### config.mk
export PLATFORM = sky130hd
export DESIGN_NAME = rtcal_top
export DESIGN_NICKNAME = d
export VERILOG_FILES = /design/src/inc/rtcal_pkg.sv /design/src/rtcal_trim_dec.sv /design/src/rtcal_alarm_cmp.sv /design/src/rtcal_top.sv
export VERILOG_INCLUDE_DIRS = /design/src /design/src/inc
export SDC_FILE = /design/constraint.sdc
export NUM_CORES = 1
export LEC_CHECK = 0
export BUFFER_PORTS_ARGS = -buffer_cell sky130_fd_sc_hd__buf_2
export CAP_MARGIN = 20
export CORE_MARGIN = 4
export CORE_UTILIZATION = 45
export CTS_CLUSTER_SIZE = 8
export DETAILED_ROUTE_END_ITERATION = 12
export HOLD_SLACK_MARGIN = 0.15
export SYNTH_ARGS = -nofsm -noshare
export SYNTH_HDL_FRONTEND = slang
export SYNTH_HIERARCHICAL = 1
export SYNTH_SLANG_ARGS = --single-unit
### constraint.sdc
create_clock -name core_clk -period 12.12 [get_ports core_clk]
set_input_delay 0.606 -clock core_clk [delete_from_list [all_inputs] [get_ports core_clk]]
set_output_delay 0.606 -clock core_clk [all_outputs]
set_load 0.005 [all_outputs]
### src/inc/rtcal_consts.svh
`ifndef RTCAL_CONSTS_SVH
`define RTCAL_CONSTS_SVH

// ****************************************************************
// register addresses
// ****************************************************************
`define RTCAL_ADDR_TRIM 4'h7
`define RTCAL_ADDR_WK_MIN 4'h8
`define RTCAL_ADDR_WK_HOUR 4'h9
`define RTCAL_ADDR_WK_DAYS 4'hA
`define RTCAL_ADDR_DY_MIN 4'hB
`define RTCAL_ADDR_DY_HOUR 4'hC

// ****************************************************************
// field layout
// ****************************************************************
`define RTCAL_TRIM_SIGN_BIT 6
`define RTCAL_MIN_W 7
`define RTCAL_HOUR_W 6
`define RTCAL_DAYS_W 7
`define RTCAL_WDAY_W 3
`define RTCAL_TRIM_W 7
`define RTCAL_DAY_LAST 3'h6

// ****************************************************************
// reset values
// ****************************************************************
`define RTCAL_RST_TRIM 7'h00
`define RTCAL_RST_MIN 7'h00
`define RTCAL_RST_HOUR 6'h00
`define RTCAL_RST_DAYS 7'h00
`define RTCAL_RST_BYTE 8'h00

// ****************************************************************
// timing counts
// ****************************************************************
`define RTCAL_CNT_W 16
`define RTCAL_BASE_PERIOD 16'h8000
`define RTCAL_SEC_00 7'h00
`define RTCAL_SEC_20 7'h20
`define RTCAL_SEC_40 7'h40

`endif

### src/inc/rtcal_pkg.sv
`include "rtcal_consts.svh"

package rtcal_pkg;

	typedef logic [3:0] rtcal_addr_t;
	typedef logic [7:0] rtcal_byte_t;
	typedef logic [`RTCAL_MIN_W-1:0] rtcal_min_t;
	typedef logic [`RTCAL_HOUR_W-1:0] rtcal_hour_t;
	typedef logic [`RTCAL_DAYS_W-1:0] rtcal_days_t;
	typedef logic [`RTCAL_WDAY_W-1:0] rtcal_wday_t;
	typedef logic [`RTCAL_TRIM_W-1:0] rtcal_trim_t;
	typedef logic [`RTCAL_CNT_W-1:0] rtcal_cnt_t;

	typedef enum logic [1:0] {
		RTCAL_TRIM_NONE = 2'b00,
		RTCAL_TRIM_LONG = 2'b01,
		RTCAL_TRIM_SHORT = 2'b10
	} rtcal_trim_mode_t;

endpackage : rtcal_pkg

### src/rtcal_trim_dec.sv
`timescale 1ns/100ps

module rtcal_trim_dec (
	// trim code
	input wire rtcal_pkg::rtcal_trim_t trim_code,
	// adjusted second length
	output rtcal_pkg::rtcal_cnt_t adj_period
);
	import rtcal_pkg::*;

	logic trim_sign;
	logic [5:0] trim_magnitude;
	logic [7:0] long_step;
	logic [7:0] short_step;
	rtcal_trim_mode_t mode;
	rtcal_cnt_t base;

	assign trim_sign = trim_code[`RTCAL_TRIM_SIGN_BIT];
	assign trim_magnitude = trim_code[5:0];
	assign base = `RTCAL_BASE_PERIOD;

	// magnitudes 0 and 1 leave the second untouched for either sign
	assign mode = (trim_magnitude[5:1] == 5'h00) ? RTCAL_TRIM_NONE :
		(trim_sign ? RTCAL_TRIM_SHORT : RTCAL_TRIM_LONG);

	assign long_step = {1'b0, trim_magnitude - 6'h01, 1'b0};
	assign short_step = {1'b0, (~trim_magnitude) + 6'h01, 1'b0};

	always_comb begin
		case (mode)
			RTCAL_TRIM_LONG: adj_period = base + {8'h00, long_step};
			RTCAL_TRIM_SHORT: adj_period = base - {8'h00, short_step};
			RTCAL_TRIM_NONE: adj_period = base;
			default: adj_period = base;
		endcase
	end

endmodule : rtcal_trim_dec

### src/rtcal_alarm_cmp.sv
`timescale 1ns/100ps

module rtcal_alarm_cmp #(
	parameter bit USE_DAYS = 1'b1
) (
	// clock and reset
	input wire logic core_clk,
	input wire logic sys_rst,
	// current time
	input wire rtcal_pkg::rtcal_min_t cur_min,
	input wire rtcal_pkg::rtcal_hour_t cur_hour,
	input wire rtcal_pkg::rtcal_wday_t weekday_code,
	// alarm setting
	input wire rtcal_pkg::rtcal_min_t alarm_min,
	input wire rtcal_pkg::rtcal_hour_t alarm_hour,
	input wire rtcal_pkg::rtcal_days_t day_enables,
	// one-cycle match pulse
	output logic match_ff
);
	import rtcal_pkg::*;

	rtcal_min_t prev_min_ff;
	logic primed_ff;
	logic [`RTCAL_DAYS_W-1:0] day_sel;
	logic day_hit;
	logic time_hit;
	logic min_changed;
	logic nxt_match;

	// one compare per day code; code 7 selects nothing
	genvar gi;
	generate
		for (gi = 0; gi < `RTCAL_DAYS_W; gi = gi + 1) begin : g_day
			assign day_sel[gi] = day_enables[gi] && (weekday_code == rtcal_wday_t'(gi));
		end
	endgenerate

	// an all-zero mask can never hit, which silences the weekly alarm
	assign day_hit = USE_DAYS ? (|day_sel) : 1'b1;
	// hour compared as raw code, so 12/32 midnight/noon needs no translation
	assign time_hit = (cur_min == alarm_min) && (cur_hour == alarm_hour);
	assign min_changed = primed_ff && (cur_min != prev_min_ff);
	assign nxt_match = min_changed && time_hit && day_hit;

	always_ff @(posedge core_clk) begin
		if (sys_rst) begin
			prev_min_ff <= `RTCAL_RST_MIN;
			primed_ff <= 1'b0;
			match_ff <= 1'b0;
		end else begin
			prev_min_ff <= cur_min;
			primed_ff <= 1'b1;
			match_ff <= nxt_match;
		end
	end

endmodule : rtcal_alarm_cmp

### src/rtcal_top.sv
// Summary of operation
// - code 0000111 stretches an adjusted second to 32780 crystal clocks.
// - code 1111110 shortens an adjusted second to 32764 crystal clocks.
// - code 0000001 keeps the adjusted second at 32768 clocks.
// - adjustment happens every 20 seconds in two-clock steps, about 3ppm each.
// - trim changes only clocks per second, never the 32 kHz output.
// - weekly minute at 8h holds seven BCD bits; bit 7 reads zero.
// - weekly hour holds six bits; bit 5 is pm or tens; 7:6 read zero.
// - weekly day mask at Ah enables days 000 to 110; bit 7 zero.
// - an all-zero day mask silences the weekly alarm.
// - twelve-hour alarm hours use 12 for midnight, 32 for noon.
// - daily minute at Bh holds seven BCD bits; bit 7 reads zero.
// - daily hour at Ch holds six bits; bits 7:6 read zero.
// - after oscillator halt alarm fields are undefined; upper bits read zero.
// - sign 0 adds (mag-1)*2; sign 1 subtracts (~mag+1)*2.
// - a trim write skips adjustment in that same 00/20/40 second.
// - weekday code counts 000 to 110 then wraps.
`timescale 1ns/100ps

module rtcal_top (
	// clock and reset
	input wire logic core_clk,
	input wire logic sys_rst,
	// internal register port
	input wire rtcal_pkg::rtcal_addr_t reg_addr,
	input wire logic reg_wr_en,
	input wire logic reg_rd_en,
	input wire rtcal_pkg::rtcal_byte_t reg_wdata,
	output rtcal_pkg::rtcal_byte_t reg_rdata_ff,
	// crystal clock level, sampled
	input wire logic xtal_in,
	output logic clk32_out_ff,
	// current time from the counters
	input wire rtcal_pkg::rtcal_min_t cur_sec,
	input wire rtcal_pkg::rtcal_min_t cur_min,
	input wire rtcal_pkg::rtcal_hour_t cur_hour,
	input wire rtcal_pkg::rtcal_wday_t weekday_code,
	input wire logic osc_halt_flag,
	// events
	output logic sec_tick_ff,
	output logic wk_alarm_match_ff,
	output logic dy_alarm_match_ff
);
	import rtcal_pkg::*;

	// ****************************************************************
	// helpers
	// ****************************************************************
	function automatic logic is_adj_point(input rtcal_min_t sec);
		is_adj_point = (sec == `RTCAL_SEC_00) || (sec == `RTCAL_SEC_20) ||
			(sec == `RTCAL_SEC_40);
	endfunction : is_adj_point

	function automatic logic addr_hit(input rtcal_addr_t a, input rtcal_addr_t target);
		addr_hit = (a == target);
	endfunction : addr_hit

	// stored fields are narrower than a byte; the rest is tied low on the way out
	function automatic rtcal_byte_t pad7(input logic [6:0] field);
		pad7 = {1'b0, field};
	endfunction : pad7

	function automatic rtcal_byte_t pad6(input logic [5:0] field);
		pad6 = {2'b00, field};
	endfunction : pad6

	// ****************************************************************
	// register storage
	// ****************************************************************
	rtcal_trim_t trim_ff;
	rtcal_min_t wk_alarm_min_digits_ff;
	rtcal_hour_t wk_alarm_hour_ff;
	rtcal_days_t wk_alarm_day_enables_ff;
	rtcal_min_t dy_alarm_min_digits_ff;
	rtcal_hour_t dy_alarm_hour_ff;

	// ****************************************************************
	// address decode
	// ****************************************************************
	// decoded once, shared by the write strobes and the read select
	logic sel_trim;
	logic sel_wk_min;
	logic sel_wk_hour;
	logic sel_wk_days;
	logic sel_dy_min;
	logic sel_dy_hour;

	assign sel_trim = addr_hit(reg_addr, `RTCAL_ADDR_TRIM);
	assign sel_wk_min = addr_hit(reg_addr, `RTCAL_ADDR_WK_MIN);
	assign sel_wk_hour = addr_hit(reg_addr, `RTCAL_ADDR_WK_HOUR);
	assign sel_wk_days = addr_hit(reg_addr, `RTCAL_ADDR_WK_DAYS);
	assign sel_dy_min = addr_hit(reg_addr, `RTCAL_ADDR_DY_MIN);
	assign sel_dy_hour = addr_hit(reg_addr, `RTCAL_ADDR_DY_HOUR);

	// ****************************************************************
	// write data fields
	// ****************************************************************
	rtcal_trim_t wdata_trim;
	rtcal_min_t wdata_min;
	rtcal_hour_t wdata_hour;
	rtcal_days_t wdata_days;

	// each field is cut to its stored width here
	assign wdata_trim = reg_wdata[6:0];
	assign wdata_min = reg_wdata[6:0];
	assign wdata_hour = reg_wdata[5:0];
	assign wdata_days = reg_wdata[6:0];

	logic halt_clear;
	logic wr_trim;
	logic wr_wk_min;
	logic wr_wk_hour;
	logic wr_wk_days;
	logic wr_dy_min;
	logic wr_dy_hour;

	// strobes are single cycles; back-to-back writes need no spacing
	assign wr_trim = reg_wr_en && sel_trim;
	assign wr_wk_min = reg_wr_en && sel_wk_min;
	assign wr_wk_hour = reg_wr_en && sel_wk_hour;
	assign wr_wk_days = reg_wr_en && sel_wk_days;
	assign wr_dy_min = reg_wr_en && sel_dy_min;
	assign wr_dy_hour = reg_wr_en && sel_dy_hour;
	// a trim write in the same cycle beats the halt clear
	assign halt_clear = osc_halt_flag && !wr_trim;

	// upper bits are simply not stored, so writes to them vanish
	always_ff @(posedge core_clk) begin
		if (sys_rst) begin
			wk_alarm_min_digits_ff <= `RTCAL_RST_MIN;
			wk_alarm_hour_ff <= `RTCAL_RST_HOUR;
			wk_alarm_day_enables_ff <= `RTCAL_RST_DAYS;
			dy_alarm_min_digits_ff <= `RTCAL_RST_MIN;
			dy_alarm_hour_ff <= `RTCAL_RST_HOUR;
		end else begin
			if (wr_wk_min) begin
				wk_alarm_min_digits_ff <= wdata_min;
			end
			if (wr_wk_hour) begin
				wk_alarm_hour_ff <= wdata_hour;
			end
			if (wr_wk_days) begin
				wk_alarm_day_enables_ff <= wdata_days;
			end
			if (wr_dy_min) begin
				dy_alarm_min_digits_ff <= wdata_min;
			end
			if (wr_dy_hour) begin
				dy_alarm_hour_ff <= wdata_hour;
			end
		end
	end

	// oscillator halt returns trim to its default; alarm fields are kept as is
	always_ff @(posedge core_clk) begin
		if (sys_rst) begin
			trim_ff <= `RTCAL_RST_TRIM;
		end else if (wr_trim) begin
			trim_ff <= wdata_trim;
		end else if (halt_clear) begin
			// halt is a level, so the clear repeats until it drops
			trim_ff <= `RTCAL_RST_TRIM;
		end
	end

	// ****************************************************************
	// read path
	// ****************************************************************
	rtcal_byte_t img_trim;
	rtcal_byte_t img_wk_min;
	rtcal_byte_t img_wk_hour;
	rtcal_byte_t img_wk_days;
	rtcal_byte_t img_dy_min;
	rtcal_byte_t img_dy_hour;
	rtcal_byte_t rd_mux;

	// bits above each field read as zero, whatever was written there
	assign img_trim = pad7(trim_ff);
	assign img_wk_min = pad7(wk_alarm_min_digits_ff);
	assign img_wk_hour = pad6(wk_alarm_hour_ff);
	assign img_wk_days = pad7(wk_alarm_day_enables_ff);
	assign img_dy_min = pad7(dy_alarm_min_digits_ff);
	assign img_dy_hour = pad6(dy_alarm_hour_ff);

	// unmapped addresses fall through to zero
	assign rd_mux =
		sel_trim ? img_trim :
		sel_wk_min ? img_wk_min :
		sel_wk_hour ? img_wk_hour :
		sel_wk_days ? img_wk_days :
		sel_dy_min ? img_dy_min :
		sel_dy_hour ? img_dy_hour :
		`RTCAL_RST_BYTE;

	always_ff @(posedge core_clk) begin
		if (sys_rst) begin
			reg_rdata_ff <= `RTCAL_RST_BYTE;
		end else if (reg_rd_en) begin
			reg_rdata_ff <= rd_mux;
		end
	end

	// ****************************************************************
	// crystal edge and clock output
	// ****************************************************************
	logic xtal_prev_ff;
	logic xtal_tick;

	assign xtal_tick = xtal_in && !xtal_prev_ff;

	// output follows the crystal alone; trim never reaches it
	always_ff @(posedge core_clk) begin
		if (sys_rst) begin
			xtal_prev_ff <= 1'b0;
			clk32_out_ff <= 1'b0;
		end else begin
			xtal_prev_ff <= xtal_in;
			clk32_out_ff <= xtal_in;
		end
	end

	// ****************************************************************
	// trimmed second counter
	// ****************************************************************
	rtcal_cnt_t adj_period;
	rtcal_cnt_t sel_period;
	rtcal_cnt_t sec_cnt_ff;
	rtcal_cnt_t nxt_sec_cnt;
	logic trim_wr_sec_ff;
	logic nxt_trim_wr_sec;
	logic adj_now;
	logic sec_end;
	rtcal_cnt_t sec_last;
	rtcal_cnt_t cnt_inc;

	rtcal_trim_dec u_trim_dec (
		.trim_code(trim_ff),
		.adj_period(adj_period)
	);

	// a write inside the current second blocks its adjustment; set wins
	assign nxt_trim_wr_sec = wr_trim || (trim_wr_sec_ff && !sec_end);
	assign adj_now = is_adj_point(cur_sec) && !trim_wr_sec_ff && !wr_trim;
	assign sel_period = adj_now ? adj_period : `RTCAL_BASE_PERIOD;
	// cur_sec is read live; it must hold still until the second ends
	assign sec_last = sel_period - 16'h0001;
	assign cnt_inc = sec_cnt_ff + 16'h0001;
	// compare with >= so a shorter period never lets the count run past
	assign sec_end = xtal_tick && (sec_cnt_ff >= sec_last);
	assign nxt_sec_cnt = sec_end ? 16'h0000 :
		(xtal_tick ? cnt_inc : sec_cnt_ff);

	always_ff @(posedge core_clk) begin
		if (sys_rst) begin
			sec_cnt_ff <= 16'h0000;
			trim_wr_sec_ff <= 1'b0;
			sec_tick_ff <= 1'b0;
		end else begin
			sec_cnt_ff <= nxt_sec_cnt;
			trim_wr_sec_ff <= nxt_trim_wr_sec;
			sec_tick_ff <= sec_end;
		end
	end

	// ****************************************************************
	// alarm comparators
	// ****************************************************************
	rtcal_days_t every_day;

	// the daily alarm ignores the weekday, so its mask is held full
	assign every_day = 7'h7F;

	// host owns valid BCD values and the weekday mapping of each enable
	rtcal_alarm_cmp #(
		.USE_DAYS(1'b1)
	) u_wk_alarm (
		.core_clk(core_clk),
		.sys_rst(sys_rst),
		.cur_min(cur_min),
		.cur_hour(cur_hour),
		.weekday_code(weekday_code),
		.alarm_min(wk_alarm_min_digits_ff),
		.alarm_hour(wk_alarm_hour_ff),
		.day_enables(wk_alarm_day_enables_ff),
		.match_ff(wk_alarm_match_ff)
	);

	rtcal_alarm_cmp #(
		.USE_DAYS(1'b0)
	) u_dy_alarm (
		.core_clk(core_clk),
		.sys_rst(sys_rst),
		.cur_min(cur_min),
		.cur_hour(cur_hour),
		.weekday_code(weekday_code),
		.alarm_min(dy_alarm_min_digits_ff),
		.alarm_hour(dy_alarm_hour_ff),
		.day_enables(every_day),
		.match_ff(dy_alarm_match_ff)
	);

endmodule : rtcal_top

==> flow_metrics.tcl <==
set metrics [dict create \
    routedWlPerCell_microns 16.3 \
    clock.fmax_mhz 189 \
    cts_hold_buf 0 \
    antenna_found_initial 0 \
    grt_usage 0.198 \
    drv_slew 0 \
    setup_viol 0 \
    cts-root-buf "clkbuf_16" \
    clkTransAtPathRegs_ns 0.06 \
    powerDensity_nw_per_um2 112 \
    clock_path_buffers 2 \
    timing_worst_setup_path_type "register to register" \
    grt_pass1_vias 4050 \
    die_area_sq_um 13000 \
    hp-class "register to register" \
    critPathArrivalTime_ns 5.49 \
    total_power_w 0.000630 \
    avgViaCountPerCell 5.48 \
    die_w_microns 114 \
    cts.sinks 84 \
    yosys_warnings 6 \
    cts_resized 0 \
    core-area_sq_um 10900 \
    crit_fanout 14 \
    postRouteAntennaNets 0 \
    final_hold_viol_count 0 \
    cts-htree-levels 3 \
    area_growth_pct 10.9 \
    period_share 0.437 \
    clock_skew_ns 0.00966 \
    fin_crit_ns 5.30 \
    finalSetupTns_ns 0 \
    status "finished, final reports clean" \
    ios 53 \
    tightestPinTransition_ns 0.885 \
    syn_area_per_cell_sq_um 8.78 \
    rsz0062_at_grt "no" \
    synth_cells 577 \
    syn-cell-area_sq_um 5070 \
    place_congestion 0.843 \
    drc 0 \
    start_util 0.463 \
    wl_microns 12300 \
    slew_headroom 0.402 \
    cts_tree "yes" \
    required_ns 12.32 \
    dr.pass1.iters 5 \
    first_iter_violations 206 \
    peakVddDrop_mv 0.0952 \
    maxCapViolCount 0 \
    port_buffers 50 \
    p_leak_nw 2.34 \
    cts_buffers 9 \
    grt_max_degree 71 \
    endpoint_kind "register" \
    final_nets 668 \
    start_kind "register" \
    n_antenna_cell 0 \
    syn_nets 639 \
    dp_hpwl_microns 8900 \
    post_cts_buffers 0 \
    drive_gt1_frac 0.148 \
    grt_overflow_total 0 \
    row_count 38 \
    die_height_microns 114 \
    grt_pass1_wl_microns 20600 \
    clock_latency_ns 0.34 \
    vias 4108 \
]
## routing by layer
| layer | GRT usage | vias to the layer above | part of all wire |
|---|---|---|---|
| met4 | 0.0665 | 0 | 0.018 |
| met1 | 0.265 | 1911 | 0.46 |
| met5 | 0 | - | 0 |
| li1 | - | 2081 | - |
| met2 | 0.320 | 99 | 0.47 |
| met3 | 0.0359 | 17 | 0.048 |
## metrics by stage
step,instance area (sq um),hold slack (ns),cells,utilization,setup slack [ns]
2_1_floorplan,5070,0.429,577,-,7.71
3_3_place_gp,5320,0.438,735,0.486,6.92
3_5_place_dp,5320,0.458,735,0.486,6.84
4_1_cts,5620,0.466,750,0.514,6.82
5_1_grt,5620,0.487,750,0.514,6.41
6_report,5620,0.464,750,0.514,6.82
## layout by cell type, fill, tap and decap left out, types with 8 or more instances in the layout
| master | instances |
|---|---|
| dfxtp_1 | 84 |
| inv_1 | 12 |
| a21oi_1 | 13 |
| nor2b_1 | 20 |
| clkbuf_16 | 9 |
| nor3_1 | 10 |
| ha_1 | 21 |
| nand2_1 | 34 |
| nand4_1 | 9 |
| buf_2 | 50 |
| xor2_1 | 44 |
| nand3_1 | 10 |
| o21ai_0 | 18 |
| mux2i_1 | 40 |
| a31oi_1 | 8 |
| nor2_1 | 84 |
| xnor2_1 | 22 |
## worst max-delay path: stages, from the launching register on
cell	delay, ns
dfxtp_1	0.63
inv_1	0.13
ha_1	0.34
or2_2	0.32
o41a_1	0.55
or4_4	0.56
or4_4	0.44
nor3_2	0.19
xor2_1	0.18
nand2_1	0.08
ha_1	0.30
nand4_1	0.13
nor2_1	0.13
o2111ai_1	0.11
o211ai_1	0.43
a21o_1	0.48
o22ai_1	0.15
## path summary, 6_finish.rpt
check / start / end / slack [ns] / depth (start not counted)
worst max-delay path: trim_ff[1] / trim_wr_sec_ff / 6.82 / 16
worst min-delay path: trim_wr_sec_ff / trim_wr_sec_ff / 0.46 / 2
worst max register to register: trim_ff[1] / trim_wr_sec_ff / 6.82 / 16
worst min register to register: trim_wr_sec_ff / trim_wr_sec_ff / 0.46 / 2
## layout make-up
type | count | area (sq um)
tap | 140 | 175
timing repair buffer | 51 | 258
clock buffer | 11 | 253
sequential | 84 | 1680
clock inverter | 4 | 48.8
multi-input combinational | 448 | 3160
inverter | 12 | 45.0
fill | 1045 | 5320
## flip-flops by register name, indices dropped and copies added (netlist names)
signal and cells:
u_dy_alarm/prev_min_ff 7, wk_alarm_day_enables_ff 7, u_wk_alarm/match_ff 1, xtal_prev_ff 1, wk_alarm_hour_ff 6, u_wk_alarm/primed_ff 1, trim_ff 7, trim_wr_sec_ff 1
dy_alarm_hour_ff 6, sec_cnt_ff 16, u_dy_alarm/primed_ff 1, wk_alarm_min_digits_ff 7, sec_tick_ff 1, u_wk_alarm/prev_min_ff 7, dy_alarm_min_digits_ff 7, reg_rdata_ff 7
u_dy_alarm/match_ff 1
## power by group
| part | leakage, nW | total [W] | switching (W) | internal (W) |
|---|---|---|---|---|
| registers | 0.684 | 0.000287 | 0.00000448 | 0.000282 |
| clock network | 0.151 | 0.000279 | 0.000110 | 0.000169 |
| logic | 1.51 | 0.0000640 | 0.0000383 | 0.0000257 |
| total | 2.34 | 0.000630 | 0.000153 | 0.000477 |
No activity file was read; power rests on OpenSTA's default activity.
